==> src/motor_prot_pkg.sv <==
// Purpose: shared constants and carriers for the actuator motor protection block
// Assumes: 20 MHz clk, current code in 85 mA steps, command/feedback as digital codes
// Notes: analog levels are expressed as input codes from an external converter
package motor_prot_pkg;
   localparam int unsigned CLK_HZ = 20_000_000;
   // current measurement: one code step is 85 mA
   localparam int unsigned CUR_STEP_MA = 85;
   localparam int unsigned CUR_W = 8;
   localparam int unsigned STALL_MA = 620;
   localparam logic [CUR_W-1:0] STALL_CODE = CUR_W'(STALL_MA / CUR_STEP_MA);
   // trip setting code spans 0..15 A
   localparam int unsigned TRIP_MAX_MA = 15000;
   localparam logic [CUR_W-1:0] TRIP_MAX_CODE = CUR_W'(TRIP_MAX_MA / CUR_STEP_MA);
   // times
   localparam int unsigned NOMO_S = 10;
   localparam int unsigned DUTY_MS = 2000;
   localparam int unsigned NOMO_CYC = NOMO_S * CLK_HZ;
   localparam int unsigned DUTY_CYC = (DUTY_MS / 1000) * CLK_HZ;
   localparam int unsigned TMR_W = 28;
   // lamp flash divider tap, about 2.4 Hz at 20 MHz
   localparam int unsigned BLINK_BIT = 22;
   // feedback: 1.5 degree as position codes (0.1875 deg per code assumed)
   localparam int unsigned POS_W = 12;
   localparam logic [POS_W-1:0] MOVE_CODES = 12'h008;
   // heat estimate
   localparam int unsigned HEAT_W = 16;
   localparam logic [HEAT_W-1:0] HEAT_HOT = 16'hc000;
   localparam logic [HEAT_W-1:0] HEAT_COOL = 16'h4000;
   // command codes in millivolts or microamps/10 (mA*100)
   localparam int unsigned CMD_W = 16;
   localparam logic [CMD_W-1:0] LOSS_1_5V = 16'h02ee;
   localparam logic [CMD_W-1:0] LOSS_2_10V = 16'h05dc;
   localparam logic [CMD_W-1:0] LOSS_MA = 16'h012c;
   localparam logic [CMD_W-1:0] OOR_5V = 16'h1482;
   localparam logic [CMD_W-1:0] OOR_10V = 16'h2904;
   localparam logic [CMD_W-1:0] OOR_MA = 16'h0834;
   // command range select
   typedef enum logic [2:0] {
      RNG_0_5V, RNG_1_5V, RNG_0_10V, RNG_2_10V, RNG_4_20MA
   } cmd_range_e;
   // per-direction fault flags
   typedef struct packed {
      logic trip;
      logic stall;
      logic nomo;
   } dir_fault_s;
   // lamps
   typedef struct packed {
      logic close_lamp;
      logic open_lamp;
   } lamps_s;
endpackage

==> src/actuator_motor_protection.sv <==
// Purpose: limit, current, stall, brake, duty cycle and command supervision of a DC actuator
// Assumes: converter codes arrive synchronous to clk; switch/override pins are asynchronous
// Notes: motor requests come from the positioning loop on the same clock
//
// What this block does
// - motor 1 drive blocked while limit switch 1 is open.
// - motor 2 drive blocked while limit switch 2 is open, independently.
// - after end positions are set, learn which switch belongs to open end.
// - flash the lamp of the end whose limit switch is reached.
// - drop fault relay output when either limit switch is reached.
// - current above trip setting stops that motor and flags a trip.
// - no motion with current above 0.62 A flags stall.
// - no motion with current below 0.62 A flags no-motion.
// - brake applied whenever motor is idle, except in override.
// - override mode releases the brake.
// - continuous run until hot, duty cycle until cooled.
// - duty cycle period about two seconds, on part set by heat.
// - flag loss of command below range-dependent low thresholds.
// - flag command out of range above range-dependent high thresholds.
// - current measured in 85 mA steps for trip and stall compares.
// - no-motion declared only after ten seconds without movement.
// - single-direction faults clear on movement over 1.5 degrees.
// - same fault in both directions stops both; command cannot clear.
`timescale 1ns/100ps
module actuator_motor_protection
(
   // clock, reset, enable
   input wire logic clk,
   input wire logic rst,
   input wire logic ce,
   // motor requests from positioning loop
   input wire logic req_m1,
   input wire logic req_m2,
   input wire logic manual_op,
   // pins, asynchronous
   input wire logic limit1_closed,
   input wire logic limit2_closed,
   input wire logic override_mode,
   // converter codes
   input wire logic [motor_prot_pkg::CUR_W-1:0] motor_cur,
   input wire logic [motor_prot_pkg::CUR_W-1:0] trip_set,
   input wire logic [motor_prot_pkg::POS_W-1:0] position,
   input wire logic [motor_prot_pkg::CMD_W-1:0] cmd_level,
   input wire motor_prot_pkg::cmd_range_e cmd_range,
   // end position setup
   input wire logic ends_set,
   input wire logic m1_opens,
   // drive outputs
   output logic motor1_on,
   output logic motor2_on,
   output logic brake_on,
   // indication
   output motor_prot_pkg::lamps_s lamps,
   output logic fault_relay,
   output motor_prot_pkg::dir_fault_s fault_m1,
   output motor_prot_pkg::dir_fault_s fault_m2,
   output logic double_fault,
   output logic duty_mode,
   output logic cmd_loss,
   output logic cmd_oor
);
   import motor_prot_pkg::*;

   logic [1:0] lim1_s, lim2_s, ovr_s;
   logic lim1_ok, lim2_ok, ovr;
   logic m1_is_open_q;
   logic [POS_W-1:0] ref_pos_q;
   logic moved;
   dir_fault_s f1, f2;
   logic [CUR_W-1:0] trip_code;
   logic dbl, dbl_q;
   logic [HEAT_W-1:0] heat_q;
   logic [TMR_W-1:0] duty_cnt_q;
   logic [TMR_W-1:0] on_len;
   logic duty_q, duty_gate;
   logic [BLINK_BIT:0] blink_q;
   logic ok1, ok2, motor1_d, motor2_d;

   // two-stage synchronisers for the asynchronous pins
   always_ff @(posedge clk) begin
      if (rst) begin
         lim1_s <= '0;
         lim2_s <= '0;
         ovr_s <= '0;
      end else if (ce) begin
         lim1_s <= {lim1_s[0], limit1_closed};
         lim2_s <= {lim2_s[0], limit2_closed};
         ovr_s <= {ovr_s[0], override_mode};
      end
   end
   assign lim1_ok = lim1_s[1];
   assign lim2_ok = lim2_s[1];
   assign ovr = ovr_s[1];

   // trip setting clamped to the 0..15 A span
   assign trip_code = (trip_set > TRIP_MAX_CODE) ? TRIP_MAX_CODE : trip_set;

   // movement beyond 1.5 degrees from the reference point
   always_ff @(posedge clk) begin
      if (rst) begin
         ref_pos_q <= '0;
      end else if (ce && moved) begin
         ref_pos_q <= position;
      end
   end
   assign moved = (position > ref_pos_q) ? (position - ref_pos_q > MOVE_CODES)
                                         : (ref_pos_q - position > MOVE_CODES);

   // per-direction fault detectors
   dir_supervisor u_dir1 (
      .clk(clk),
      .rst(rst),
      .ce(ce),
      .driving(motor1_on),
      .cur(motor_cur),
      .trip_code(trip_code),
      .moved(moved),
      .fault(f1)
   );
   dir_supervisor u_dir2 (
      .clk(clk),
      .rst(rst),
      .ce(ce),
      .driving(motor2_on),
      .cur(motor_cur),
      .trip_code(trip_code),
      .moved(moved),
      .fault(f2)
   );

   // double fault: same type in both directions
   assign dbl = |(f1 & f2);

   // learned end association, latched when end positions are configured
   always_ff @(posedge clk) begin
      if (rst) begin
         m1_is_open_q <= 1'b1;
      end else if (ce && ends_set) begin
         m1_is_open_q <= m1_opens;
      end
   end

   // heat estimate: rises while driven, decays while idle
   always_ff @(posedge clk) begin
      if (rst) begin
         heat_q <= '0;
      end else if (ce) begin
         if (motor1_on || motor2_on) begin
            if (heat_q != '1) begin
               heat_q <= heat_q + 1'b1;
            end
         end else if (heat_q != '0) begin
            heat_q <= heat_q - 1'b1;
         end
      end
   end

   // hysteresis between continuous and duty-cycled running
   always_ff @(posedge clk) begin
      if (rst) begin
         duty_q <= 1'b0;
      end else if (ce) begin
         if (heat_q >= HEAT_HOT) begin
            duty_q <= 1'b1;
         end else if (heat_q <= HEAT_COOL) begin
            duty_q <= 1'b0;
         end
      end
   end

   // two-second period; on part shrinks as heat grows
   always_ff @(posedge clk) begin
      if (rst) begin
         duty_cnt_q <= '0;
      end else if (ce) begin
         if (!duty_q || duty_cnt_q == TMR_W'(DUTY_CYC - 1)) begin
            duty_cnt_q <= '0;
         end else begin
            duty_cnt_q <= duty_cnt_q + 1'b1;
         end
      end
   end
   // on length = period * (~heat)/65536, using all 16 heat bits
   assign on_len = TMR_W'((64'(DUTY_CYC) * 64'(HEAT_W'(~heat_q))) >> HEAT_W);
   assign duty_gate = !duty_q || (duty_cnt_q < on_len);

   // permission and next drive; trip drops the active output at once
   assign ok1 = lim1_ok && !dbl_q && (manual_op || !(|f1)) && duty_gate;
   assign ok2 = lim2_ok && !dbl_q && (manual_op || !(|f2)) && duty_gate;
   assign motor1_d = req_m1 && !req_m2 && ok1 && !(motor1_on && motor_cur > trip_code);
   assign motor2_d = req_m2 && !req_m1 && ok2 && !(motor2_on && motor_cur > trip_code);

   // double fault latch: only movement from manual action clears it
   always_ff @(posedge clk) begin
      if (rst) begin
         dbl_q <= 1'b0;
      end else if (ce) begin
         if (dbl) begin
            dbl_q <= 1'b1;
         end else if (moved) begin
            dbl_q <= 1'b0;
         end
      end
   end

   // motor drive; trip drops the active output at once
   always_ff @(posedge clk) begin
      if (rst) begin
         motor1_on <= 1'b0;
         motor2_on <= 1'b0;
      end else if (ce) begin
         motor1_on <= motor1_d;
         motor2_on <= motor2_d;
      end
   end

   // brake held whenever idle, released in override
   always_ff @(posedge clk) begin
      if (rst) begin
         brake_on <= 1'b1;
      end else if (ce) begin
         brake_on <= !ovr && !motor1_d && !motor2_d;
      end
   end

   // blink divider for lamps, about 2.4 Hz
   always_ff @(posedge clk) begin
      if (rst) begin
         blink_q <= '0;
      end else if (ce) begin
         blink_q <= blink_q + 1'b1;
      end
   end

   // lamps and fault relay; relay high means healthy
   always_ff @(posedge clk) begin
      if (rst) begin
         lamps <= '0;
         fault_relay <= 1'b0;
      end else if (ce) begin
         lamps.open_lamp <= blink_q[BLINK_BIT] &&
            (m1_is_open_q ? !lim1_ok : !lim2_ok);
         lamps.close_lamp <= blink_q[BLINK_BIT] &&
            (m1_is_open_q ? !lim2_ok : !lim1_ok);
         fault_relay <= lim1_ok && lim2_ok && !(|f1) && !(|f2)
            && !cmd_loss && !cmd_oor;
      end
   end

   // command supervision per selected range
   always_ff @(posedge clk) begin
      if (rst) begin
         cmd_loss <= 1'b0;
         cmd_oor <= 1'b0;
      end else if (ce) begin
         case (cmd_range)
            RNG_0_5V: begin
               cmd_loss <= 1'b0;
               cmd_oor <= cmd_level > OOR_5V;
            end
            RNG_1_5V: begin
               cmd_loss <= cmd_level < LOSS_1_5V;
               cmd_oor <= cmd_level > OOR_5V;
            end
            RNG_0_10V: begin
               cmd_loss <= 1'b0;
               cmd_oor <= cmd_level > OOR_10V;
            end
            RNG_2_10V: begin
               cmd_loss <= cmd_level < LOSS_2_10V;
               cmd_oor <= cmd_level > OOR_10V;
            end
            RNG_4_20MA: begin
               cmd_loss <= cmd_level < LOSS_MA;
               cmd_oor <= cmd_level > OOR_MA;
            end
            default: begin
               cmd_loss <= 1'b0;
               cmd_oor <= 1'b0;
            end
         endcase
      end
   end

   // registered status copies
   always_ff @(posedge clk) begin
      if (rst) begin
         fault_m1 <= '0;
         fault_m2 <= '0;
         double_fault <= 1'b0;
         duty_mode <= 1'b0;
      end else if (ce) begin
         fault_m1 <= f1;
         fault_m2 <= f2;
         double_fault <= dbl_q;
         duty_mode <= duty_q;
      end
   end
endmodule

==> src/dir_supervisor.sv <==
// Purpose: fault detection for one motor direction
// Assumes: cur and trip are 85 mA codes, moved is a one-cycle pulse
// Notes: instantiated once per direction
`timescale 1ns/100ps
module dir_supervisor
(
   // clock and reset
   input wire logic clk,
   input wire logic rst,
   input wire logic ce,
   // observation
   input wire logic driving,
   input wire logic [motor_prot_pkg::CUR_W-1:0] cur,
   input wire logic [motor_prot_pkg::CUR_W-1:0] trip_code,
   input wire logic moved,
   // result
   output motor_prot_pkg::dir_fault_s fault
);
   import motor_prot_pkg::*;
   logic [TMR_W-1:0] still_q;
   dir_fault_s fault_q;
   assign fault = fault_q;

   // time without movement while driven
   always_ff @(posedge clk) begin
      if (rst) begin
         still_q <= '0;
      end else if (ce) begin
         if (!driving || moved) begin
            still_q <= '0;
         end else if (still_q != TMR_W'(NOMO_CYC)) begin
            still_q <= still_q + 1'b1;
         end
      end
   end

   // fault flags; detection wins over clearing by movement
   always_ff @(posedge clk) begin
      if (rst) begin
         fault_q <= '0;
      end else if (ce) begin
         if (moved) begin
            fault_q <= '0;
         end
         if (driving && cur > trip_code) begin
            fault_q.trip <= 1'b1;
         end
         if (driving && still_q == TMR_W'(NOMO_CYC) && !moved) begin
            if (cur > STALL_CODE) begin
               fault_q.stall <= 1'b1;
            end else begin
               fault_q.nomo <= 1'b1;
            end
         end
      end
   end
endmodule

==> config.mk <==
export PLATFORM = sky130hd
export DESIGN_NAME = actuator_motor_protection
export DESIGN_NICKNAME = d
export VERILOG_FILES = /design/src/motor_prot_pkg.sv /design/src/actuator_motor_protection.sv /design/src/dir_supervisor.sv
export SDC_FILE = /design/constraint.sdc
export NUM_CORES = 1
export LEC_CHECK = 0
export BUFFER_PORTS_ARGS = -buffer_cell sky130_fd_sc_hd__buf_2
export CORE_MARGIN = 2
export CORE_UTILIZATION = 60
export DETAILED_ROUTE_END_ITERATION = 7
export GPL_ROUTABILITY_DRIVEN = 0
export GPL_TIMING_DRIVEN = 0
export PLACE_DENSITY = 0.78
export SLEW_MARGIN = 20
export SYNTH_ARGS = -nofsm -noshare
export SYNTH_HDL_FRONTEND = slang
export SYNTH_SLANG_ARGS = --single-unit
==> constraint.sdc <==
create_clock -name clk -period 8.45 [get_ports clk]
set_input_delay 0.4225 -clock clk [delete_from_list [all_inputs] [get_ports clk]]
set_output_delay 0.4225 -clock clk [all_outputs]
set_load 0.01 [all_outputs]
Word-level counts from Yosys, hierarchy flattened
Cells that the tools add are included.
{ "classes": {"add_sub_neg": 8, "mul": 1, "n_lt_le_gt_ge": 15, "eq_ne": 11, "muxes": 28, "n_bitwise": 2, "reduce_logical": 75} }
{ "ops": {"columns": ["op", "count"], "rows": [
  ["28-bit 2-to-1 mux", 5],
  ["28-bit by 1-bit adder with 28-bit output, second input constant", 3],
  ["28-bit == test, second input constant", 2],
  ["28-bit inequality test, second input constant", 2],
  ["16-bit 2-to-1 mux", 3],
  ["17-bit by 16-bit multiplier with 33-bit output, first input constant", 1],
  ["1-bit logical AND", 29],
  ["28-bit by 26-bit == test with 1-bit output, second input constant", 1],
  ["28-bit by 26-bit less-than comparator with 1-bit output", 1],
  ["12-bit by 4-bit > comparator with 1-bit output, second input constant", 2],
  ["12-bit subtractor", 2],
  ["23-bit by 1-bit adder with 23-bit output, second input constant", 1],
  ["1-bit zero test", 18],
  ["16-bit by 1-bit adder with 16-bit output, second input constant", 1],
  ["16-bit >= comparator, second input constant", 1],
  ["16-bit by 12-bit > comparator with 1-bit output, second input constant", 1],
  ["16-bit by 13-bit > comparator with 1-bit output, second input constant", 1],
  ["16-bit by 14-bit > comparator with 1-bit output, second input constant", 1],
  ["16-bit by 15-bit less-or-equal comparator with 1-bit output, second input constant", 1],
  ["16-bit by 10-bit less-than comparator with 1-bit output, second input constant", 1],
  ["16-bit by 11-bit less-than comparator with 1-bit output, second input constant", 1],
  ["16-bit by 9-bit less-than comparator with 1-bit output, second input constant", 1],
  ["16-bit inequality test, second input constant", 1],
  ["16-bit NOT", 1],
  ["other kinds (23)", 59]
]} }
{ "totals": {"ff_bits": 166, "out_inout_bits": 16} }

Logic depth before layout (Yosys ltp)
Gate-level depths: netlist of the first run.
{ "depth": {"depth_word": 10, "ltp_mapped": 32, "mapped_depth_nobuf": 32} }

Modules after synthesis
Synthesis of the first run repeated with hierarchy kept, for this count alone.
{ "hier_totals": {"cells_unflattened": 1781, "hier_area_um2": 15269.6} }
{ "modules_own_cells": {"columns": ["mod", "instances", "cells_each", "area_per_inst_um2"], "rows": [
  ["actuator_motor_protection", 1, 1397, 11848.9],
  ["dir_supervisor", 2, 192, 1710.4]
]} }

Worst setup path after synthesis of the first run
No wires, ideal clock.
{ "synth_timing": {"path_kind": "flip-flop to flip-flop", "start": "register heat_q[10]", "end": "register motor2_on", "setup_ns": 0.074, "arrival_time_ns": 6.343, "t_required_ns": 8.376, "slack_ns": 2.033, "path_stages_with_launch": 32, "period_less_slack_ns": 6.417, "path_cell_list": "dfxtp_1 > inv_1 > ha_1 > xnor2_1 > ha_1 > or2_2 > fa_1 > fa_1 > fa_1 > inv_1 > fa_1 > inv_1 > ha_1 > a21oi_1 > o21ai_0 > o21ai_0 > o211ai_1 > nand2_1 > o21bai_1 > a21o_1 > a21oi_1 > xor2_1 > ha_1 > a21o_1 > a21o_1 > a21oi_1 > nor2b_1 > o21ai_0 > o311ai_0 > a21oi_1 > nand2_1 > o21ai_0"} }
{ "synth_via": {"elab_chain_cells": 7} }
{ "synth_rtl": {"columns": ["element", "line_no", "rtl"], "rows": [
  ["start, declared", "actuator_motor_protection.sv:72", "logic [HEAT_W-1:0] heat_q;"],
  ["start signal, assigned", "actuator_motor_protection.sv:150", "heat_q <= heat_q + 1'b1;"],
  ["start signal, assigned", "actuator_motor_protection.sv:153", "heat_q <= heat_q - 1'b1;"],
  ["16-bit NOT", "actuator_motor_protection.sv:184", "assign on_len = TMR_W'((64'(DUTY_CYC) * 64'(HEAT_W'(~heat_q))) >> HEAT_W);"],
  ["17-bit by 16-bit multiplier with 33-bit output", "actuator_motor_protection.sv:184", null],
  ["28-bit by 26-bit less-than comparator with 1-bit output", "actuator_motor_protection.sv:185", "assign duty_gate = !duty_q || (duty_cnt_q < on_len);"],
  ["1-bit logical OR", "actuator_motor_protection.sv:185", null],
  ["1-bit logical AND", "actuator_motor_protection.sv:189", "assign ok2 = lim2_ok && !dbl_q && (manual_op || !(|f2)) && duty_gate;"],
  ["1-bit logical AND (2 in a row)", "actuator_motor_protection.sv:191", "assign motor2_d = req_m2 && !req_m1 && ok2 && !(motor2_on && motor_cur > trip_code);"],
  ["end signal, assigned", "actuator_motor_protection.sv:213", "motor2_on <= motor2_d;"],
  ["end, declared", "actuator_motor_protection.sv:50", "output logic motor2_on,"]
]} }
Every way passes these cells.
A chain may end at the register's enable or synchronous reset.

Worst setup path in the final report of the first run
{ "layout_timing": {"start": "register heat_q[7]", "end": "register motor2_on"} }
The elaborated chain is that of the path after synthesis.

==> results of run 1 <==
==> critical path, delay by kind of cell (launching register included) <==
kind | cells | cell delay [ns]
xor+xnor | 1 | 0.13
fa+ha+maj | 8 | 3.03
flops | 1 | 0.56
simple gates | 4 | 0.47
compound gates | 13 | 3.00
buf+inv | 3 | 0.33
==> area by class of cell <==
class                   count  area, um^2  area share (%)
multi-input cells        1309       10420           65.07
flip-flops and latches    166        3323           20.75
inverters                 177       664.4           4.149
clock buffers              17       425.4           2.656
well taps                 324       405.4           2.531
repair buffers             72       360.3           2.250
plain buffers              49       209.0           1.305
clock inverters            15       203.9           1.274
diodes                      1       2.502         0.01563
==> logic make-up (layout without fill, tap and decap cells) <==
kind of cell / after synthesis / in the layout / share of synthesized area (%)
compound gates: 251 / 251 / 11.70
xor+xnor: 136 / 136 / 8.151
fa+ha+maj: 295 / 295 / 28.54
buf+inv: 226 / 330 / 5.976
flops: 166 / 166 / 22.74
mux: 44 / 44 / 3.031
other cells: 0 / 1 / 0
simple gates: 583 / 583 / 19.86
==> cells in the final DEF (no fill, tap or decap), drive strengths merged, types with 14 or more instances in the layout <==
| cell type | count |
|---|---|
| a21oi | 62 |
| xnor2 | 52 |
| nor2 | 167 |
| xor2 | 84 |
| nor2b | 16 |
| fa | 64 |
| and3 | 21 |
| nor4 | 16 |
| buf | 88 |
| o21ai | 44 |
| dfxtp | 166 |
| ha | 231 |
| nand4 | 44 |
| mux2i | 42 |
| nand3 | 64 |
| inv | 183 |
| nand2 | 95 |
| o21a | 14 |
| clkbuf | 50 |
| nor3 | 90 |
| a21o | 27 |
==> state kept, by name, indices dropped and copies added (netlist names), 3 cells and up <==
name            cells
u_dir2.fault        3
u_dir1.fault        3
blink_q            23
duty_cnt_q         28
heat_q             16
u_dir2.still_q     28
fault_m2            3
ref_pos_q          12
u_dir1.still_q     28
fault_m1            3
==> how the worst max path moves through the flow <==
| stage | start | slack (ns) | depth (start not counted) | to |
|---|---|---|---|---|
| floorplan | heat_q[10] | 2.03 | 31 | motor2_on |
| global placement | heat_q[7] | 1.12 | 29 | motor1_on |
| detailed placement | heat_q[5] | 1.01 | 29 | motor2_on |
| CTS | heat_q[5] | 0.85 | 29 | motor2_on |
| global route | heat_q[5] | 0.34 | 29 | motor1_on |
| finish | heat_q[7] | 0.86 | 29 | motor2_on |
==> metrics by stage <==
stage	utilization [%]	hold WS (ns)	worst slack, ns
finish	66.43	0.2486	0.8572
global route	66.43	0.2462	0.3381
CTS	66.42	0.2416	0.8501
detailed placement	63.81	0.4600	1.008
global placement	63.80	0.4495	1.123
floorplan	-	0.4580	2.033
==> routing by layer <==
layer | track usage, % | vias up | part of all wire [%]
met5 | 0 | - | 0
met1 | 33.58 | 5991 | 42
met2 | 50.02 | 315 | 51
met4 | 10.03 | 0 | 2.9
met3 | 4.052 | 82 | 4.2
li1 | - | 6133 | -
==> results.yml, run 1 <==
run_status:
  status: "finished, final reports clean"
synthesis:
  netlist.area_leader.share_pct: 22.74
  synth_enable_flop_cells: 0
  synth_seq_area_share_pct: 22.74
  syn_area_um2: 14610
  synth_area_leaders: "dfxtp_1 23%, ha_1 20%, fa_1 8.8%, xor2_1 5.0%, inv_1 4.5%"
  ys_types: 84
  synth_ff_type: "dfxtp_1"
  netlist_instances: 1701
  synth_nets: 2054
  synth_top_area_cell: "dfxtp_1"
  ys_seq_elements: 166
  synth_common_cells: "231 x ha_1, 175 x inv_1, 166 x dfxtp_1, 166 x nor2_1, 93 x nand2_1"
  yosysWarnings: 0
  synth.most_common_cell: "ha_1"
  async_flop_share_pct: 0
  synth_area_per_cell_um2: 8.591
sta:
  hold_viol: 0
  tightest_slew_ns: 1.223
  rsz0062_at_grt: "no"
  skew_ns: 0.01904
  timing.final.crit_share_pct: 89.86
  fin_setup_tns_ns: 0
  setup_viol_count_final: 0
  fmax_mhz: 131.7
  relSlewSlack_pct: 17.85
  drv_slew: 0
  finalCriticalPeriod_ns: 7.593
worst_setup_path:
  crit_slowest_cell: "a221oi_1"
  rr_worst_depth: 29
  start_kind: "flip-flop"
  cp_data_arrival_time_ns: 7.96
  critPathMaxStageDelay_ns: 0.74
  regToRegEndpoint: "motor2_on"
  required_ns: 8.81
  worstPathMaxFanout: 6
  crit_top_cell: "ha_1"
  end_kind: "flip-flop"
  crit_type: "reg -> reg"
  rrSetupSlack_ns: 0.86
  timing.rr.start: "heat_q[7]"
global_route:
  grt_pass1_vias: 12320
  grt_pass1_wl_um: 58570
  grt_max_degree: 20
  antenna_found_initial: 1
  track_usage_pct: 27.73
  grt_overflow: 0
clock_tree:
  clock-root-buffer: "clkbuf_16"
  cts_tree: "yes"
  cts-resized-gates: 0
  cts.clk_slew.worst_paths_ns: 0.08
  postCtsHoldBufs: 0
  cts_setup_buffers: 0
  clk_path_buf_depth: 2
  clock_latency_ns: 0.45
  cts_sinks: 166
  htreeDepth: 4
  cts_made_buffers: 17
layout:
  drive_above_1_share_pct: 8.255
  syn2layout_area_growth_pct: 9.580
  fin_area_um2: 16010
  final_cells: 2130
  fillers: 2001
  finalNetCount: 2145
placement:
  dp_hpwl_um: 27410
  dp_cells: 2097
  place_area_um2: 15380
  io_buffers: 72
min_path:
  holdPathStages: 3
  hold_end: "ref_pos_q[6]"
  worstHoldStart: "position[6]"
  hp-class: "in -> reg"
die:
  die_x_um: 160.1
  core_um2: 24110
  die_area_um2: 25620
  start_util_pct: 60.62
  num_rows: 57
  dieHeight_um: 160.1
  io_pins: 74
drt:
  wirelength_um: 35000
  drt-initial-drc-count: 800
  drcViolationCount: 0
  ant_nets: 0
  drt-wirelength-per-cell_um: 16.43
  vias: 12520
  vias_per_cell: 5.878
  drtPass1Iterations: 7
run:
  maxCapViolCount: 0
Power of run 1 is left out: the tool's default activity adds up to more than one toggle a clock period on the data nets, which glitch-free logic cannot reach.
==> inputs of run 2 (changes only) <==
--- a/config.mk
+++ b/config.mk
@@ -5,13 +5,15 @@
 export SDC_FILE = /design/constraint.sdc
 export NUM_CORES = 1
 export LEC_CHECK = 0
-export BUFFER_PORTS_ARGS = -buffer_cell sky130_fd_sc_hd__buf_2
+export ABC_CLOCK_PERIOD_IN_PS = 8450
+export BUFFER_PORTS_ARGS = -buffer_cell sky130_fd_sc_hd__buf_4
 export CORE_MARGIN = 2
 export CORE_UTILIZATION = 60
 export DETAILED_ROUTE_END_ITERATION = 7
 export GPL_ROUTABILITY_DRIVEN = 0
 export GPL_TIMING_DRIVEN = 0
 export PLACE_DENSITY = 0.78
+export RECOVER_POWER = 25
 export SLEW_MARGIN = 20
 export SYNTH_ARGS = -nofsm -noshare
 export SYNTH_HDL_FRONTEND = slang
==> results.yml, run 2 (same netlist as run 1, synthesis figures left out) <==
layout:
  reg.largest.list: "duty_cnt_q x28, u_dir1.still_q x28, u_dir2.still_q x28"
  layout.area.seq_um2: 3323
  finalNetCount: 2145
  drive_above_1_share_pct: 7.424
  syn2layout_area_growth_pct: 10.49
  fillers: 2008
  n_antenna_cell: 0
  final_cell_mix: "231 x ha_1, 175 x inv_1, 166 x dfxtp_1"
  final_common_cell: "ha_1"
  multi_input_area_um2: 10430
sta:
  timing.final.crit_share_pct: 89.41
  drv_slew: 0
  setup_viol_count_final: 0
  rsz0062_at_grt: "no"
  fin_setup_tns_ns: 0
  finalCriticalPeriod_ns: 7.555
  hold_viol: 0
  relSlewSlack_pct: 21.48
  fmax_mhz: 132.4
  tightest_slew_ns: 1.167
  skew_ns: 0.01738
  timing.hold.ws_ns: 0.2281
worst_setup_path:
  end_kind: "flip-flop"
  start_kind: "flip-flop"
  crit_start: "heat_q[7]"
  worstPathMaxFanout: 6
  critPathMaxStageDelay_ns: 0.72
  required_ns: 8.83
  crit_top_cell: "ha_1"
  rr_worst_depth: 29
  cp_data_arrival_time_ns: 7.93
  timing.rr.start: "heat_q[7]"
  crit_type: "reg -> reg"
  regToRegEndpoint: "motor2_on"
  crit_slowest_cell: "a221oi_1"
  rrSetupSlack_ns: 0.90
min_path:
  hp-class: "in -> reg"
  worstHoldStart: "position[6]"
  hold_end: "ref_pos_q[6]"
  holdPathStages: 3
global_route:
  antenna_found_initial: 0
  grt_pass1_vias: 12400
  grt_pass1_wl_um: 58970
  grt_max_degree: 22
  track_usage_pct: 28.04
  grt_overflow: 0
drt:
  drtPass1Iterations: 7
  drt-wirelength-per-cell_um: 16.49
  drcViolationCount: 0
  wirelength_um: 35110
  drt-initial-drc-count: 832
  ant_nets: 0
  vias: 12380
  vias_per_cell: 5.813
clock_tree:
  cts_setup_buffers: 0
  clock-root-buffer: "clkbuf_16"
  cts_made_buffers: 17
  postCtsHoldBufs: 0
  cts_tree: "yes"
  cts-resized-gates: 0
  htreeDepth: 4
  clk_path_buf_depth: 2
  cts_sinks: 166
  cts.clk_slew.worst_paths_ns: 0.08
  clock_latency_ns: 0.44
run:
  maxCapViolCount: 0
placement:
  dp_hpwl_um: 27720
  io_buffers: 72
die:
  dieHeight_um: 160.1
  start_util_pct: 60.62
  num_rows: 57
  core_um2: 24110
  io_pins: 74
  die_area_um2: 25620
  die_x_um: 160.1
run_status:
  status: "finished, final reports clean"
-- run 2: worst max-delay path, delay by kind of cell (launching register included) --
| family | cells | cell delay, ns |
|---|---|---|
| adders and majority gates | 8 | 3.03 |
| buffers and inverters | 3 | 0.35 |
| AOI/OAI and AO/OA | 13 | 2.96 |
| DFF | 1 | 0.56 |
| and+or+nand+nor | 4 | 0.46 |
| xor gates and xnor gates | 1 | 0.11 |
-- run 2: how the worst max path moves through the flow --
stage | end | cells after the start
final | motor2_on | 29
after global routing | motor1_on | 29
after CTS | motor1_on | 29
after detailed placement | motor1_on | 29
after global placement | motor1_on | 29
after floorplan | motor2_on | 31
-- run 2: area by class of cell --
cell class / count / area share [%]
Multi-Input combinational cell: 1309 / 64.56
Clock inverter: 15 / 1.325
Tap cell: 324 / 2.511
Timing Repair Buffer: 72 / 2.976
Clock buffer: 17 / 2.635
Sequential cell: 166 / 20.58
Inverter: 177 / 4.115
Buffer: 49 / 1.294
-- run 2: per-layer routing --
metal | GRT usage, % | up-vias | part of all wire, %
li1 | - | 6128 | -
met5 | 0 | - | 0
met1 | 33.74 | 5911 | 42
met3 | 3.429 | 83 | 3.3
met2 | 51.14 | 254 | 51
met4 | 10.48 | 0 | 3.1
-- run 2: through the flow --
stage	util [%]	instances	area, um^2	worst slack (ns)
after floorplan	-	1701	14610	2.033
after global placement	64.55	2097	15560	1.108
after detailed placement	64.56	2097	15560	0.9833
after CTS	67.21	2129	16200	0.8649
after global routing	66.98	2129	16150	0.3863
final	66.98	2129	16150	0.8952
Power of run 2 is left out for the same reason.
==> inputs of run 3 (changes only) <==
--- a/config.mk
+++ b/config.mk
@@ -8,11 +8,11 @@
 export ABC_CLOCK_PERIOD_IN_PS = 8450
 export BUFFER_PORTS_ARGS = -buffer_cell sky130_fd_sc_hd__buf_4
 export CORE_MARGIN = 2
-export CORE_UTILIZATION = 60
+export CORE_UTILIZATION = 30
+export CTS_CLUSTER_SIZE = 10
 export DETAILED_ROUTE_END_ITERATION = 7
 export GPL_ROUTABILITY_DRIVEN = 0
 export GPL_TIMING_DRIVEN = 0
-export PLACE_DENSITY = 0.78
 export RECOVER_POWER = 25
 export SLEW_MARGIN = 20
 export SYNTH_ARGS = -nofsm -noshare
==> results.yml, run 3 (same netlist as run 1, synthesis figures left out) <==
sta:
  hold_viol: 0
  skew_ns: 0.01526
  finalCriticalPeriod_ns: 8.147
  relSlewSlack_pct: 18.42
  fmax_mhz: 122.8
  timing.final.crit_share_pct: 96.41
  setup_viol_count_final: 0
  rsz0062_at_grt: "no"
  tightest_slew_ns: 1.208
  drv_slew: 0
  fin_setup_tns_ns: 0
worst_setup_path:
  crit_slowest_cell: "o311ai_0"
  cp_data_arrival_time_ns: 8.46
  start_kind: "flip-flop"
  crit_type: "reg -> reg"
  rr_worst_depth: 26
  critPathMaxStageDelay_ns: 1.04
  timing.rr.start: "heat_q[14]"
  end_kind: "flip-flop"
  worstPathMaxFanout: 8
  rrSetupSlack_ns: 0.30
  crit_start: "heat_q[14]"
  regToRegEndpoint: "motor1_on"
  required_ns: 8.77
clock_tree:
  clock-root-buffer: "clkbuf_16"
  clock_latency_ns: 0.44
  cts_sinks: 166
  cts_setup_buffers: 0
  cts_tree: "yes"
  postCtsHoldBufs: 0
  htreeDepth: 4
  cts.clk_slew.worst_paths_ns: 0.07
  cts_made_buffers: 17
  clk_path_buf_depth: 2
  cts-resized-gates: 0
global_route:
  grt_pass1_wl_um: 61960
  grt_pass1_vias: 12260
  grt_max_degree: 18
  track_usage_pct: 15.16
  grt_overflow: 0
  antenna_found_initial: 0
layout:
  fillers: 4951
  final_cell_mix: "231 x ha_1, 175 x inv_1, 166 x dfxtp_1"
  final_common_cell: "ha_1"
  syn2layout_area_growth_pct: 12.90
  n_antenna_cell: 0
  finalNetCount: 2145
  reg.largest.list: "duty_cnt_q x28, u_dir1.still_q x28, u_dir2.still_q x28"
  drive_above_1_share_pct: 7.424
  fin_area_um2: 16500
run_status:
  status: "finished, final reports clean"
min_path:
  worstHoldStart: "position[6]"
  hold_end: "ref_pos_q[6]"
  holdPathStages: 3
  hp-class: "in -> reg"
die:
  dieHeight_um: 224.7
  die_area_um2: 50490
  num_rows: 80
  io_pins: 74
  core_um2: 47950
  die_x_um: 224.7
  start_util_pct: 30.48
run:
  maxCapViolCount: 0
drt:
  vias_per_cell: 5.113
  wirelength_um: 37530
  drt-wirelength-per-cell_um: 15.51
  ant_nets: 0
  drcViolationCount: 0
  drt-initial-drc-count: 766
  drtPass1Iterations: 6
  vias: 12370
placement:
  place_area_um2: 15930
  io_buffers: 72
  dp_hpwl_um: 30260
-- run 3: metrics by stage --
stage                     setup slack, ns  instances  utilization, %  hold slack (ns)
after global placement             0.5725       2388           33.21           0.4698
after CTS                          0.4707       2420           34.53           0.2128
after global routing              0.09026       2420           34.41           0.2315
final                              0.3034       2420           34.41           0.2311
after detailed placement           0.5016       2388           33.22           0.4845
after floorplan                     2.033       1701               -           0.4580
-- run 3: layer usage --
| layer | vias to the layer above | share of wire, % | track usage, % |
|---|---|---|---|
| met2 | 260 | 46 | 24.67 |
| met1 | 5936 | 48 | 20.71 |
| met4 | 0 | 2.0 | 4.422 |
| li1 | 6131 | - | - |
| met3 | 46 | 4.2 | 2.338 |
| met5 | - | 0 | 0 |
-- run 3: worst max path at each step --
stage | end | cells past startpoint
global route | motor1_on | 31
detailed placement | motor1_on | 26
floorplan | motor2_on | 31
global placement | motor2_on | 26
finish | motor1_on | 26
CTS | motor1_on | 26
-- run 3: cell type report --
type | instances | area, um^2 | area share, %
Buffer | 49 | 209.0 | 1.266
Tap cell | 615 | 769.5 | 4.664
Inverter | 177 | 664.4 | 4.027
Clock buffer | 18 | 439.2 | 2.662
Clock inverter | 14 | 188.9 | 1.145
Multi-Input combinational cell | 1309 | 10430 | 63.18
Sequential cell | 166 | 3323 | 20.14
Timing Repair Buffer | 72 | 480.5 | 2.912
-- run 3: worst max-delay path: cells and delay by family (launching register included) --
kind	cells	cell delay [ns]
AO/OA/AOI/OAI	6	2.19
XOR/XNOR	1	0.10
adder cells (fa/ha/maj)	8	3.60
buffers and inverters	5	0.59
flip-flops	1	0.55
AND/OR/NAND/NOR	6	0.98
Power of run 3 is left out for the same reason.
